File: src/shared/rasm_pkg.sv
// constants, register map and phase type of the reset and supply monitor
package rasm_pkg;
    // widths
    localparam int PC_W = 10;
    localparam int TIMER_W = 10;
    localparam int DPTR_W = 8;
    localparam int PORT_W = 8;
    localparam int KEY_W = 4;
    localparam int NIB_W = 4;
    localparam int HALT_OP_W = 4;
    localparam int MEM_AW = 4;
    localparam int MEM_DEPTH = 16;
    localparam int APB_AW = 8;
    localparam int APB_DW = 32;

    // reset values
    localparam logic [PC_W-1:0] PC_RST = 10'h000;
    localparam logic SP_RST = 1'b0;
    localparam logic [DPTR_W-1:0] DPTR_RST = 8'h00;
    localparam logic FLAG_RST = 1'b0;
    localparam logic CARRY_RST = 1'b0;
    localparam logic [TIMER_W-1:0] TIMER_RST = 10'h000;
    localparam logic [PORT_W-1:0] PORT_LOW_RST = 8'hff;
    localparam logic [NIB_W-1:0] PORT_HIGH_NIB_RST = 4'hf;
    localparam logic [PORT_W-1:0] CTRL_FIRST_RST = 8'h03;
    localparam logic [PORT_W-1:0] CTRL_SECOND_RST = 8'h26;
    localparam logic [NIB_W-1:0] ACC_ZERO = 4'h0;
    localparam logic [KEY_W-1:0] KEYS_ALL_HIGH = 4'hf;
    localparam logic MON_FITTED_RST = 1'b1;

    // legal low three operand bits of the standby instruction
    localparam logic [2:0] HALT_STOP_ALL = 3'h0;
    localparam logic [2:0] HALT_STOP_ALT = 3'h3;
    localparam logic [2:0] HALT_STOP_ONE = 3'h6;
    localparam logic [2:0] HALT_TIMER = 3'h5;

    // timing
    localparam int CLK_KHZ = 25000;
    localparam int MON_FILTER_MS = 1;
    localparam int MON_FILTER_CYC = MON_FILTER_MS * CLK_KHZ;
    localparam int STAB_MIN_FX = 60;
    localparam int STAB_MAX_FX = 116;

    // register map
    localparam logic [APB_AW-1:0] ADDR_CTRL = 8'h00;
    localparam logic [APB_AW-1:0] ADDR_STATUS = 8'h04;
    localparam logic [APB_AW-1:0] ADDR_CORE = 8'h08;
    localparam logic [APB_AW-1:0] ADDR_PORTS = 8'h0c;
    localparam logic [APB_AW-1:0] ADDR_DPTR = 8'h10;

    // control fields
    localparam int CTRL_MON_EN = 0;
    // status fields
    localparam int ST_W = 7;
    localparam int ST_PIN = 0;
    localparam int ST_MON = 1;
    localparam int ST_HALT = 2;
    localparam int ST_ROT = 3;
    localparam int ST_STACK = 4;
    localparam int ST_KEYS = 5;
    localparam int ST_RETAIN = 6;
    localparam logic [ST_W-1:0] ST_CLR_MASK = 7'h3f;
    localparam int ST_PHASE_LSB = 8;

    typedef enum logic [1:0] {RASM_RESET, RASM_WAIT, RASM_RUN} rasm_phase_e;
endpackage : rasm_pkg

File: src/rtl/rasm_reset_monitor.sv
// reset sequencer, supply monitor filter and reset-state core registers
//
// Chosen here: the APB interface to the registers and the register addresses.
`timescale 1ns/1ps
module rasm_reset_monitor #(
    parameter int MON_CYC = rasm_pkg::MON_FILTER_CYC,
    parameter int STAB_CYC = rasm_pkg::STAB_MIN_FX
) (
    // clock and reset
    input wire logic clk,
    input wire logic nrst,
    // apb slave
    input wire logic psel,
    input wire logic penable,
    input wire logic pwrite,
    input wire logic [rasm_pkg::APB_AW-1:0] paddr,
    input wire logic [rasm_pkg::APB_DW-1:0] pwdata,
    output logic [rasm_pkg::APB_DW-1:0] prdata,
    output logic pready,
    output logic pslverr,
    // reset pin, open drain
    input wire logic resetPinIn,
    output logic resetPinOut,
    output logic resetPinOe,
    // supply comparator and key pins
    input wire logic supplyLow,
    input wire logic [rasm_pkg::KEY_W-1:0] keyInputPins,
    // core events
    input wire logic standbyActive,
    input wire logic haltExec,
    input wire logic [rasm_pkg::HALT_OP_W-1:0] haltOperand,
    input wire logic haltPrecondMet,
    input wire logic rotZeroExec,
    input wire logic [rasm_pkg::NIB_W-1:0] accumulator,
    input wire logic stackPush,
    input wire logic stackPop,
    // core writeback
    input wire logic coreWrEn,
    input wire logic [rasm_pkg::PC_W-1:0] wbProgramCounter,
    input wire logic [rasm_pkg::DPTR_W-1:0] wbDataPointer,
    input wire logic wbStatusFlag,
    input wire logic wbCarryFlag,
    input wire logic [rasm_pkg::TIMER_W-1:0] wbTimer,
    input wire logic [rasm_pkg::PORT_W-1:0] wbPortRegLow,
    input wire logic [rasm_pkg::PORT_W-1:0] wbPortRegHigh,
    input wire logic [rasm_pkg::PORT_W-1:0] wbControlRegFirst,
    input wire logic [rasm_pkg::PORT_W-1:0] wbControlRegSecond,
    // general data registers
    input wire logic memWrEn,
    input wire logic [rasm_pkg::MEM_AW-1:0] memAddr,
    input wire logic [rasm_pkg::NIB_W-1:0] memWrData,
    output logic [rasm_pkg::NIB_W-1:0] memRdData,
    // core state
    output logic [rasm_pkg::PC_W-1:0] programCounter,
    output logic stackPointerBit,
    output logic [rasm_pkg::DPTR_W-1:0] dataPointer,
    output logic statusFlag,
    output logic carryFlag,
    output logic [rasm_pkg::TIMER_W-1:0] timer,
    output logic [rasm_pkg::PORT_W-1:0] portRegLow,
    output logic [rasm_pkg::PORT_W-1:0] portRegHigh,
    output logic [rasm_pkg::PORT_W-1:0] controlRegFirst,
    output logic [rasm_pkg::PORT_W-1:0] controlRegSecond,
    // run control
    output logic coreRun,
    output logic oscRun
);
    import rasm_pkg::*;

    localparam int MON_CW = $clog2(MON_CYC + 1);
    localparam int STAB_CW = $clog2(STAB_CYC + 1);
    localparam logic [MON_CW-1:0] MON_LAST = MON_CW'(MON_CYC - 1);
    localparam logic [STAB_CW-1:0] STAB_LAST = STAB_CW'(STAB_CYC - 1);

    rasm_phase_e phase;
    rasm_phase_e next_phase;
    logic monEnable;
    logic monReset;
    logic [MON_CW-1:0] lowCount;
    logic [STAB_CW-1:0] stabCount;
    logic relSync1;
    logic relSync2;
    logic retainFlag;
    logic standbySeen;
    logic [ST_W-1:0] status;

    // supply monitor: filter the low indication, release at once
    wire monLow = supplyLow & monEnable;
    wire monFire = monLow & (lowCount == MON_LAST);

    always_ff @(posedge clk or negedge nrst) begin
        if (!nrst) begin
            lowCount <= '0;
        end else if (!monLow) begin
            lowCount <= '0;
        end else if (lowCount != MON_LAST) begin
            lowCount <= lowCount + 1'b1;
        end
    end

    always_ff @(posedge clk or negedge nrst) begin
        if (!nrst) begin
            monReset <= 1'b0;
        end else if (!monLow) begin
            monReset <= 1'b0;
        end else if (monFire) begin
            monReset <= 1'b1;
        end
    end

    // open drain: only ever pull low
    assign resetPinOut = 1'b0;
    assign resetPinOe = monReset;
    assign oscRun = resetPinIn;

    // pin and monitor combine here; faults are synchronous and act on the phase
    wire asyncRstN = nrst & resetPinIn & ~monReset;

    always_ff @(posedge clk or negedge asyncRstN) begin
        if (!asyncRstN) begin
            relSync1 <= 1'b0;
            relSync2 <= 1'b0;
        end else begin
            relSync1 <= 1'b1;
            relSync2 <= relSync1;
        end
    end

    // fault resets
    wire [2:0] haltLow = haltOperand[2:0];
    wire haltLegal = (haltLow == HALT_STOP_ALL) | (haltLow == HALT_STOP_ALT) |
        (haltLow == HALT_STOP_ONE) | (haltLow == HALT_TIMER);
    wire inRun = (phase == RASM_RUN);
    wire haltBad = inRun & haltExec & (~haltLegal | ~haltPrecondMet);
    wire rotBad = inRun & rotZeroExec & (accumulator == ACC_ZERO);
    wire stackBad = inRun & ((stackPush & stackPointerBit) | (stackPop & ~stackPointerBit));
    wire faultNow = haltBad | rotBad | stackBad;
    wire stabDone = (stabCount == STAB_LAST);
    wire releasing = (phase == RASM_RESET) & relSync2;

    always_comb begin
        next_phase = phase;
        unique case (phase)
            RASM_RESET: if (relSync2) next_phase = RASM_WAIT;
            RASM_WAIT: if (stabDone) next_phase = RASM_RUN;
            RASM_RUN: if (faultNow) next_phase = RASM_RESET;
        endcase
    end

    always_ff @(posedge clk or negedge asyncRstN) begin
        if (!asyncRstN) begin
            phase <= RASM_RESET;
        end else begin
            phase <= next_phase;
        end
    end

    always_ff @(posedge clk or negedge asyncRstN) begin
        if (!asyncRstN) begin
            stabCount <= '0;
        end else if (phase != RASM_WAIT) begin
            stabCount <= '0;
        end else if (!stabDone) begin
            stabCount <= stabCount + 1'b1;
        end
    end

    assign coreRun = inRun;

    // reset-state core registers, reloaded every cycle of the reset phase
    wire holdDefaults = (phase == RASM_RESET);
    wire coreLoad = inRun & coreWrEn;

    always_ff @(posedge clk or negedge nrst) begin
        if (!nrst) begin
            programCounter <= PC_RST;
            dataPointer <= DPTR_RST;
            statusFlag <= FLAG_RST;
            carryFlag <= CARRY_RST;
            timer <= TIMER_RST;
        end else if (holdDefaults) begin
            programCounter <= PC_RST;
            dataPointer <= DPTR_RST;
            statusFlag <= FLAG_RST;
            carryFlag <= CARRY_RST;
            timer <= TIMER_RST;
        end else if (coreLoad) begin
            programCounter <= wbProgramCounter;
            dataPointer <= wbDataPointer;
            statusFlag <= wbStatusFlag;
            carryFlag <= wbCarryFlag;
            timer <= wbTimer;
        end
    end

    always_ff @(posedge clk or negedge nrst) begin
        if (!nrst) begin
            portRegLow <= PORT_LOW_RST;
            portRegHigh <= {{KEY_W{1'b0}}, PORT_HIGH_NIB_RST};
            controlRegFirst <= CTRL_FIRST_RST;
            controlRegSecond <= CTRL_SECOND_RST;
        end else if (holdDefaults) begin
            portRegLow <= PORT_LOW_RST;
            portRegHigh <= {keyInputPins, PORT_HIGH_NIB_RST};
            controlRegFirst <= CTRL_FIRST_RST;
            controlRegSecond <= CTRL_SECOND_RST;
        end else if (coreLoad) begin
            portRegLow <= wbPortRegLow;
            portRegHigh <= wbPortRegHigh;
            controlRegFirst <= wbControlRegFirst;
            controlRegSecond <= wbControlRegSecond;
        end
    end

    // one-level stack: the second push or a pop from empty is a fault
    always_ff @(posedge clk or negedge nrst) begin
        if (!nrst) begin
            stackPointerBit <= SP_RST;
        end else if (holdDefaults) begin
            stackPointerBit <= SP_RST;
        end else if (inRun & stackPush & ~stackPointerBit) begin
            stackPointerBit <= 1'b1;
        end else if (inRun & stackPop & stackPointerBit) begin
            stackPointerBit <= 1'b0;
        end
    end

    // data registers: writes only while running, so a reset never disturbs them
    wire memWe = inRun & memWrEn;

    rasm_data_mem #(
        .WIDTH(NIB_W),
        .DEPTH(MEM_DEPTH),
        .AW(MEM_AW)
    ) u_mem (
        .clk(clk),
        .nrst(nrst),
        .wrEn(memWe),
        .wrAddr(memAddr),
        .wrData(memWrData),
        .rdAddr(memAddr),
        .rdData(memRdData)
    );

    // contents are trustworthy only if the last reset came during standby;
    // standby is tracked while running and judged once, as the reset ends
    always_ff @(posedge clk or negedge nrst) begin
        if (!nrst) begin
            standbySeen <= 1'b0;
        end else if (inRun) begin
            standbySeen <= standbyActive & ~faultNow;
        end
    end

    always_ff @(posedge clk or negedge nrst) begin
        if (!nrst) begin
            retainFlag <= 1'b0;
        end else if (releasing) begin
            retainFlag <= standbySeen;
        end
    end

    // apb decode
    wire setupPhase = psel & ~penable;
    wire accessPhase = psel & penable;
    wire hitCtrl = (paddr == ADDR_CTRL);
    wire hitStatus = (paddr == ADDR_STATUS);
    wire hitCore = (paddr == ADDR_CORE);
    wire hitPorts = (paddr == ADDR_PORTS);
    wire hitDptr = (paddr == ADDR_DPTR);
    wire hitAny = hitCtrl | hitStatus | hitCore | hitPorts | hitDptr;
    wire wrCtrl = accessPhase & pwrite & hitCtrl;
    wire wrStatus = accessPhase & pwrite & hitStatus;

    assign pready = 1'b1;
    assign pslverr = accessPhase & ~hitAny;

    always_ff @(posedge clk or negedge nrst) begin
        if (!nrst) begin
            monEnable <= MON_FITTED_RST;
        end else if (wrCtrl) begin
            monEnable <= pwdata[CTRL_MON_EN];
        end
    end

    // sticky causes: a new event beats a same-cycle clear
    logic [ST_W-1:0] stSet;
    logic [ST_W-1:0] stClr;
    always_comb begin
        stSet = '0;
        stSet[ST_PIN] = ~resetPinIn & ~monReset;
        stSet[ST_MON] = monReset;
        stSet[ST_HALT] = haltBad;
        stSet[ST_ROT] = rotBad;
        stSet[ST_STACK] = stackBad;
        stSet[ST_KEYS] = releasing & (keyInputPins == KEYS_ALL_HIGH);
        stClr = wrStatus ? (pwdata[ST_W-1:0] & ST_CLR_MASK) : '0;
    end

    wire [ST_W-1:0] next_status = ((status & ~stClr) | stSet) & ST_CLR_MASK;

    always_ff @(posedge clk or negedge nrst) begin
        if (!nrst) begin
            status <= '0;
        end else begin
            status <= next_status;
        end
    end

    wire [ST_W-1:0] statusView = {retainFlag, status[ST_W-2:0]};
    wire [APB_DW-1:0] rdCtrl = {{(APB_DW-1){1'b0}}, monEnable};
    wire [APB_DW-1:0] rdStatus = {{(APB_DW-ST_PHASE_LSB-2){1'b0}}, phase, 1'b0, statusView};
    wire [APB_DW-1:0] rdCore = {6'h00, timer, 3'h0, carryFlag, statusFlag, stackPointerBit,
        programCounter};
    wire [APB_DW-1:0] rdPorts = {controlRegSecond, controlRegFirst, portRegHigh, portRegLow};
    wire [APB_DW-1:0] rdDptr = {{(APB_DW-DPTR_W){1'b0}}, dataPointer};
    wire [APB_DW-1:0] rdMux = hitCtrl ? rdCtrl : hitStatus ? rdStatus : hitCore ? rdCore :
        hitPorts ? rdPorts : hitDptr ? rdDptr : '0;

    // read data captured in the setup cycle, so zero wait states are possible
    always_ff @(posedge clk or negedge nrst) begin
        if (!nrst) begin
            prdata <= '0;
        end else if (setupPhase) begin
            prdata <= pwrite ? '0 : rdMux;
        end
    end
endmodule : rasm_reset_monitor

File: src/rtl/rasm_data_mem.sv
// general data register file kept across standby resets
`timescale 1ns/1ps
module rasm_data_mem #(
    parameter int WIDTH = 4,
    parameter int DEPTH = 16,
    parameter int AW = 4
) (
    // clock and reset
    input wire logic clk,
    input wire logic nrst,
    // write port
    input wire logic wrEn,
    input wire logic [AW-1:0] wrAddr,
    input wire logic [WIDTH-1:0] wrData,
    // read port
    input wire logic [AW-1:0] rdAddr,
    output logic [WIDTH-1:0] rdData
);
    // no reset on the array: contents must survive the chip reset
    logic [WIDTH-1:0] store [DEPTH];

    always_ff @(posedge clk) begin
        if (wrEn) begin
            store[wrAddr] <= wrData;
        end
    end

    always_ff @(posedge clk or negedge nrst) begin
        if (!nrst) begin
            rdData <= '0;
        end else begin
            rdData <= store[rdAddr];
        end
    end
endmodule : rasm_data_mem

File: config.mk
export PLATFORM = sky130hd
export DESIGN_NAME = rasm_reset_monitor
export DESIGN_NICKNAME = d
export VERILOG_FILES = /design/src/shared/rasm_pkg.sv /design/src/rtl/rasm_reset_monitor.sv /design/src/rtl/rasm_data_mem.sv
export SDC_FILE = /design/constraint.sdc
export NUM_CORES = 1
export LEC_CHECK = 0
export BUFFER_PORTS_ARGS = -buffer_cell sky130_fd_sc_hd__buf_2
export CAP_MARGIN = 40
export CORE_MARGIN = 8
export CORE_UTILIZATION = 40
export CTS_BUF_LIST = sky130_fd_sc_hd__clkbuf_8 sky130_fd_sc_hd__clkbuf_16
export DETAILED_ROUTE_END_ITERATION = 6
export PLACE_DENSITY = 0.74
export SYNTH_ARGS = -nofsm -noshare
export SYNTH_HDL_FRONTEND = slang
export SYNTH_SLANG_ARGS = --single-unit
File: constraint.sdc
create_clock -name clk -period 1.89 [get_ports clk]
set_input_delay 0.4725 -clock clk [delete_from_list [all_inputs] [get_ports clk]]
set_output_delay 0.4725 -clock clk [all_outputs]
set_load 0.01 [all_outputs]
==> impl_metrics.csv, run 1 <==
group,metric,value,unit
outcome,outcome,"finished, violations left",
outcome,failed_checks,"setup timing",
synthesis,synthArstFlopShare,67.7,%
clock_tree,cts_max_path_buffers,2,
detailed_routing,avgRoutedWirePerCell,19.7,microns
synthesis,syn_inst,726,
global_route,grt_max_degree,59,
global_route,antenna_found_initial,5,
layout,design_area,11000,sq um
timing,fmax,495,MHz
layout,multi_input_area,3080,sq um
timing,hold_viol_final,0,
layout,seqCellArea,5300,sq um
synthesis,ys_ff_latch,198,
clock_tree,cts_tree,"done",
layout,final_cell_mix,"209 x buf_2, 157 x nand2_1, 116 x dfrtp_1",
floorplanning,fp.dieH,162,microns
power_and_ir_drop,total_power,8620,uW
floorplanning,fp.coreArea,21000,sq um
timing,whs,0.161,ns
worst_setup_path,reg2reg_depth,5,
timing,worst_clock_skew,0.0160,ns
detailed_routing,dr.pass1.iters,5,
synthesis,synth_area_per_cell,11.8,sq um
power_and_ir_drop,ir_drop,0.553,mV
timing,grt_setup_unrepaired,"yes",
floorplanning,dieWidth,162,microns
floorplanning,die_area,26300,sq um
worst_setup_path,worst_setup_path_end_kind,"output pin",
layout,drive_above_1_share,38.3,%
layout,nFillCells,1819,
synthesis,synthSimpleGateAreaFrac,15.5,%
layout,layout_commonest_cell,"buf_2",
floorplanning,io_pins,242,
global_route,grt_overflow,0,
layout,area_growth_syn_to_layout,28.5,%
detailed_routing,met1_length,10000,microns
synthesis,synth_top_family_by_area,"simple AND/OR/NAND/NOR gates",
worst_setup_path,r2r-end,"u_mem.store[4][1]",
worst_hold_path,hold_path_class,"input port to async pin",
power_and_ir_drop,power_density,784,nW/um^2
placement,place_area,10300,sq um
timing,setup_viol,1,
flow_run,maxCapViolCount,0,
detailed_routing,route.met3.wl,1650,microns
synthesis,synth_mux_area_share,6.74,%
layout,fin_util,52.3,%
worst_setup_path,startpoint_type,"input port",
synthesis,yosysWarnings,0,
global_route,track_usage,18.9,%
detailed_routing,drt-total-wl,24800,microns
detailed_routing,vias_per_cell,5.37,
worst_setup_path,reg2reg_slack,0.08,ns
synthesis,synth-compound-area-share,10.9,%
timing,period_share,107,%
worst_setup_path,critPathMaxFanout,2,
detailed_routing,wl_met2,12600,microns
worst_setup_path,worstPathRequired,1.42,ns
placement,gp_congestion,0.827,
floorplanning,rows,53,
placement,portBuffers,212,
worst_setup_path,reg2reg_from,"phase[0]",
floorplanning,start_util,40.7,%
synthesis,synth_cell_types,55,
detailed_routing,drtAntennaViolNets,0,
timing,post-route-min-period,2.02,ns
detailed_routing,drt_iter0_markers,605,
synthesis,netlist_area,8550,sq um
synthesis,synth_flop_cell,"dfrtp_1",
clock_tree,clkSlewWorstSetupHoldPaths,0.08,ns
layout,fin_nets,1110,
synthesis,synthXorXnorAreaFrac,1.29,%
timing,fin_ws,-0.129,ns
clock_tree,clock-sinks,198,
global_route,first_global_vias,6891,
timing,drv_slew,0,
power_and_ir_drop,total_leakage_power,0.00486,uW
detailed_routing,drc,0,
worst_setup_path,path_class,"input port to output pin",
synthesis,synth_fa_ha_area_share,0.732,%
clock_tree,cts_root_buffer,"clkbuf_16",
global_route,grt_first_pass_wirelength,39000,microns
synthesis,synth_edf_count,64,
placement,hpwl,18500,microns
clock_tree,clock_latency,0.44,ns
clock_tree,cts_buffers,17,
clock_tree,htree_levels,4,
detailed_routing,routed.top_layer,"met5",
detailed_routing,vias,6762,
synthesis,ys_seq_area_share,61.9,%
worst_setup_path,cp.arrival,1.55,ns
[layout make-up]
cell class | instances | share of cell area [%]
diodes | 3 | 0.0683
clock buffers | 17 | 3.87
clock inverters | 15 | 1.71
inverters | 9 | 0.307
multi-input cells | 473 | 28.0
flip-flops and latches | 198 | 48.2
well taps | 275 | 3.13
repair buffers | 269 | 14.7
[stage by stage]
stage | instances | setup WS, ns | TNS, ns
3_3_place_gp | 1221 | -0.416 | -14.60
5_1_grt | 1259 | -0.155 | -0.155
3_5_place_dp | 1221 | -0.457 | -16.01
4_1_cts | 1257 | -0.114 | -0.114
2_1_floorplan | 727 | -0.314 | -10.11
6_report | 1259 | -0.129 | -0.129
[sequential cells by signal, summed over array words and instances (netlist names), 2 cells and up]
signal,cells
lowCount,15
prdata,32
programCounter,10
portRegHigh,8
controlRegFirst,8
u_mem.store,64
stabCount,6
u_mem.rdData,4
status,6
controlRegSecond,8
phase,2
timer,10
dataPointer,8
portRegLow,8
[Yosys cell counts, types with 4 or more instances]
cell type | n | area, sq um
a32o_1 | 8 | 80.1
nand4_1 | 6 | 37.5
inv_1 | 8 | 30.0
dfstp_2 | 18 | 473
mux2_2 | 5 | 56.3
clkbuf_1 | 34 | 128
or3_1 | 8 | 50.1
edfxtp_1 | 64 | 1920
and2_1 | 14 | 87.6
nor2_1 | 28 | 105
nor4_1 | 6 | 37.5
xnor2_1 | 9 | 78.8
or4_1 | 5 | 37.5
buf_1 | 6 | 22.5
a22oi_1 | 6 | 45.0
buf_4 | 4 | 30.0
a221o_2 | 12 | 135
mux4_2 | 20 | 450
nor3_1 | 8 | 40.0
o22ai_1 | 7 | 43.8
o21ai_0 | 17 | 85.1
a22o_1 | 12 | 105
mux2i_1 | 7 | 70.1
o31ai_1 | 4 | 30.0
dfrtp_1 | 116 | 2900
ha_1 | 5 | 62.6
nand2_1 | 158 | 593
nand3_1 | 29 | 145
a21oi_1 | 56 | 280
nand2b_1 | 5 | 31.3
[where the power goes]
part           switching [uW]  leakage, uW  internal (uW)
Clock                    1880     0.000296           1820
Sequential               5.11      0.00235           4440
Combinational             265      0.00222            211
Total                    2150      0.00486           6470
[repair_timing]
item,CTS,global route
pin swaps,2,1
endpoints found under the setup margin,57,27
resized for setup,12,6
gates cloned,0,0
setup buffers,3,0
endpoints found under the hold margin,20,0
hold buffers,1,0
[how the worst max path moves through the flow]
| stage | to | cells past startpoint | startpoint | slack [ns] |
|---|---|---|---|---|
| 2_1_floorplan | prdata[0] | 5 | paddr[5] | -0.31 |
| 4_1_cts | pslverr | 6 | paddr[6] | -0.11 |
| 3_5_place_dp | prdata[24] | 6 | paddr[5] | -0.46 |
| 3_3_place_gp | prdata[18] | 6 | paddr[5] | -0.42 |
| 5_1_grt | pslverr | 6 | paddr[6] | -0.15 |
| 6_report | pslverr | 6 | paddr[6] | -0.13 |
[critical path, cell delays in order]
cell and delay, ns:
buf_6 0.09, or4_4 0.56, buf_6 0.15, nor2_4 0.07
a21oi_2 0.06, buf_2 0.15
[cell families (layout without fill, tap and decap cells)]
group,after synthesis,count (layout)
AND/OR/NAND/NOR,284,284
flip-flops,198,198
AO/OA/AOI/OAI,138,138
buffers and inverters,56,310
multiplexers,32,32
XOR/XNOR,11,11
adder cells (fa/ha/maj),5,5
other,2,6
[per-layer routing]
metal	up-vias	GRT usage, %
li1	3106	-
met3	34	4.10
met4	4	6.65
met2	282	31.7
met5	-	0
met1	3336	23.6
(Power assumes the default switching activity.)
==> run 2, diff against run 1 <==
Settings changed: CELL_PAD_IN_SITES_DETAIL_PLACEMENT set to 1, CELL_PAD_IN_SITES_GLOBAL_PLACEMENT set to 1, CORE_UTILIZATION 40 to 37, PLACE_DENSITY 0.74 to 0.85.
==> run 2 against run 1 <==
Register-to-register slack barely moved. The flow still finishes with violations (setup timing). Clock power rose by 5%. Global-route usage rose by 0.91 points. Total power rose by 2.2%. Wire length rose by 13%. Clock-buffer cell count did not move. Critical path depth did not move. Critical path type unchanged. Clock skew fell by 0.0016 ns. Largest power group unchanged. Highest routed layer unchanged. Combinational power rose by 2%. Via count rose by 2.4%. Sequential share of layout area fell by 0.48 points.
==> impl_metrics.csv, run 2 (synthesis gave the netlist of run 1 again) <==
group,metric,value,unit
outcome,outcome,"finished, violations left",
outcome,failed_checks,"setup timing",
clock_tree,htree_levels,4,
layout,drive_above_1_share,38.6,%
timing,tightest_slew,0.519,ns
worst_setup_path,path_delay_family,"simple AND/OR/NAND/NOR gates",
floorplanning,fp.coreArea,22600,sq um
global_route,antenna_found_initial,7,
flow_run,maxCapViolCount,0,
worst_setup_path,setup.worst_path.end,"pslverr",
power_and_ir_drop,switching_share,25.1,%
detailed_routing,avgRoutedWirePerCell,22.0,microns
worst_setup_path,cpMostUsedCell,"buf_6",
global_route,busiest_layer,"met2",
worst_setup_path,critPathMaxFanout,2,
layout,largestRegisters,"u_mem.store x64, prdata x32, lowCount x15",
timing,worst_clock_skew,0.0144,ns
floorplanning,rows,55,
worst_setup_path,worstPathRequired,1.42,ns
worst_setup_path,path_class,"input port to output pin",
global_route,grtUsageMet2,35.2,%
placement,gp_congestion,0.869,
floorplanning,fp.dieH,168,microns
layout,fin_nets,1117,
worst_setup_path,startpoint_type,"input port",
power_and_ir_drop,p_comb_share,5.5,%
worst_setup_path,reg2reg_slack,0.08,ns
floorplanning,io_pins,242,
worst_setup_path,reg2reg_from,"phase[0]",
timing,fin_ws,-0.143,ns
clock_tree,cts_max_path_buffers,2,
timing,hold_viol_final,0,
layout,seqCellArea,5300,sq um
global_route,met1_usage,22.9,%
power_and_ir_drop,p_int,6600,uW
clock_tree,cts_buffers,17,
detailed_routing,drc,0,
layout,final_cell_mix,"209 x buf_2, 157 x nand2_1, 116 x dfrtp_1",
detailed_routing,drtAntennaViolNets,0,
worst_setup_path,cp.arrival,1.56,ns
layout,area_growth_syn_to_layout,29.8,%
power_and_ir_drop,switching_power,2210,uW
worst_setup_path,r2r-end,"phase[1]",
layout,instances_no_fill,1278,
floorplanning,start_util,37.8,%
clock_tree,cts_root_buffer,"clkbuf_16",
floorplanning,dieWidth,168,microns
timing,setup_tns,-0.148,ns
global_route,grt_overflow,0,
global_route,use_met3,4.47,%
power_and_ir_drop,total_leakage_power,0.00492,uW
layout,nFillCells,2462,
worst_setup_path,path_cells,"buf_6, or4_4, buf_6, nor2_4, a21oi_2, buf_2",
layout,layout_commonest_cell,"buf_2",
layout,largest_register,"u_mem.store",
timing,grt_setup_unrepaired,"yes",
detailed_routing,vias_per_cell,5.42,
worst_setup_path,worst_setup_path_end_kind,"output pin",
worst_setup_path,cp.buffers_inverters,3,
detailed_routing,drt-total-wl,28100,microns
worst_setup_path,reg2reg_depth,7,
worst_setup_path,max_stage_delay,0.56,ns
worst_hold_path,hold_path_class,"input port to async pin",
placement,place_inst,1235,
timing,fmax,492,MHz
detailed_routing,vias,6923,
global_route,track_usage,19.8,%
power_and_ir_drop,ir_drop,0.554,mV
worst_setup_path,cp_num_cells,6,
timing,setup_viol,2,
clock_tree,clock_latency,0.44,ns
worst_setup_path,crit_path_start,"paddr[1]",
placement,portBuffers,212,
power_and_ir_drop,power_density,793,nW/um^2
power_and_ir_drop,clockPowerShare,44.1,%
detailed_routing,dr.pass1.iters,6,
timing,post-route-min-period,2.03,ns
timing,drv_slew,0,
layout,largest_reg_flops,64,
global_route,first_global_vias,7451,
global_route,grt_first_pass_wirelength,43500,microns
clock_tree,clkSlewWorstSetupHoldPaths,0.08,ns
power_and_ir_drop,p_seq_share,50.4,%
clock_tree,cts_tree,"done",
global_route,grt_max_degree,49,
worst_setup_path,crit_slowest_cell,"or4_4",
placement,hpwl,20900,microns
floorplanning,die_area,28200,sq um
timing,period_share,108,%
clock_tree,clock-sinks,198,
layout,multi_input_area,3080,sq um
detailed_routing,drt_iter0_markers,587,
timing,max_slew_margin,65.3,%
[run 2: how the worst min path moves through the flow]
stage	start	end	cells after the start
2_1_floorplan	nrst	carryFlag	0
6_report	resetPinIn	phase[1]	4
3_3_place_gp	relSync1	relSync2	0
4_1_cts	resetPinIn	relSync2	4
5_1_grt	resetPinIn	relSync2	4
3_5_place_dp	relSync1	relSync2	0
[run 2: timing repair]
action                                 in CTS  in global routing
buffers inserted                            3                  2
pin swaps                                   3                  1
resized for setup                          12                  5
setup endpoints to repair                  48                 30
endpoints found under the hold margin       8                  0
hold buffers                                1                  0
[run 2: power by group through the flow]
stage               registers (uW)  clock network [uW]  logic [uW]
global route                  4440                4080         528
CTS                           4440                3960         492
floorplan                     4540                   0         167
global placement              4530                   0         466
finish                        4440                3880         486
detailed placement            4530                   0         481
[run 2: through the flow]
step | area (sq um) | hold slack [ns] | setup slack (ns) | power (uW) | utilization [%]
after global routing | 11100 | 0.169 | -0.162 | 9050 | 49.0
after global placement | 10300 | 0.332 | -0.434 | 5000 | 45.7
after detailed placement | 10300 | 0.345 | -0.471 | 5010 | 45.7
after CTS | 11100 | 0.144 | -0.136 | 8890 | 48.9
after floorplan | 8580 | 0.177 | -0.314 | 4700 | -
final | 11100 | 0.146 | -0.143 | 8810 | 49.0
[run 2: routing by layer]
metal	routed length (microns)	vias to the layer above
met2	14700	211
li1	-	3122
met4	741	4
met1	11200	3542
met5	21	-
met3	1430	44
[run 2: final cells by class]
cell class	instances	area share, %
clock inverter	15	1.96
sequential	198	47.7
antenna	5	0.113
timing repair buffer	276	15.1
clock buffer	17	3.83
multi-input combinational	473	27.8
tap	285	3.21
inverter	9	0.304
[run 2: tightest hold or removal path, stage by stage]
cell and delay (ns):
buf_2 0.12, nand2_1 0.05, nor2_1 0.09, buf_4 0.20
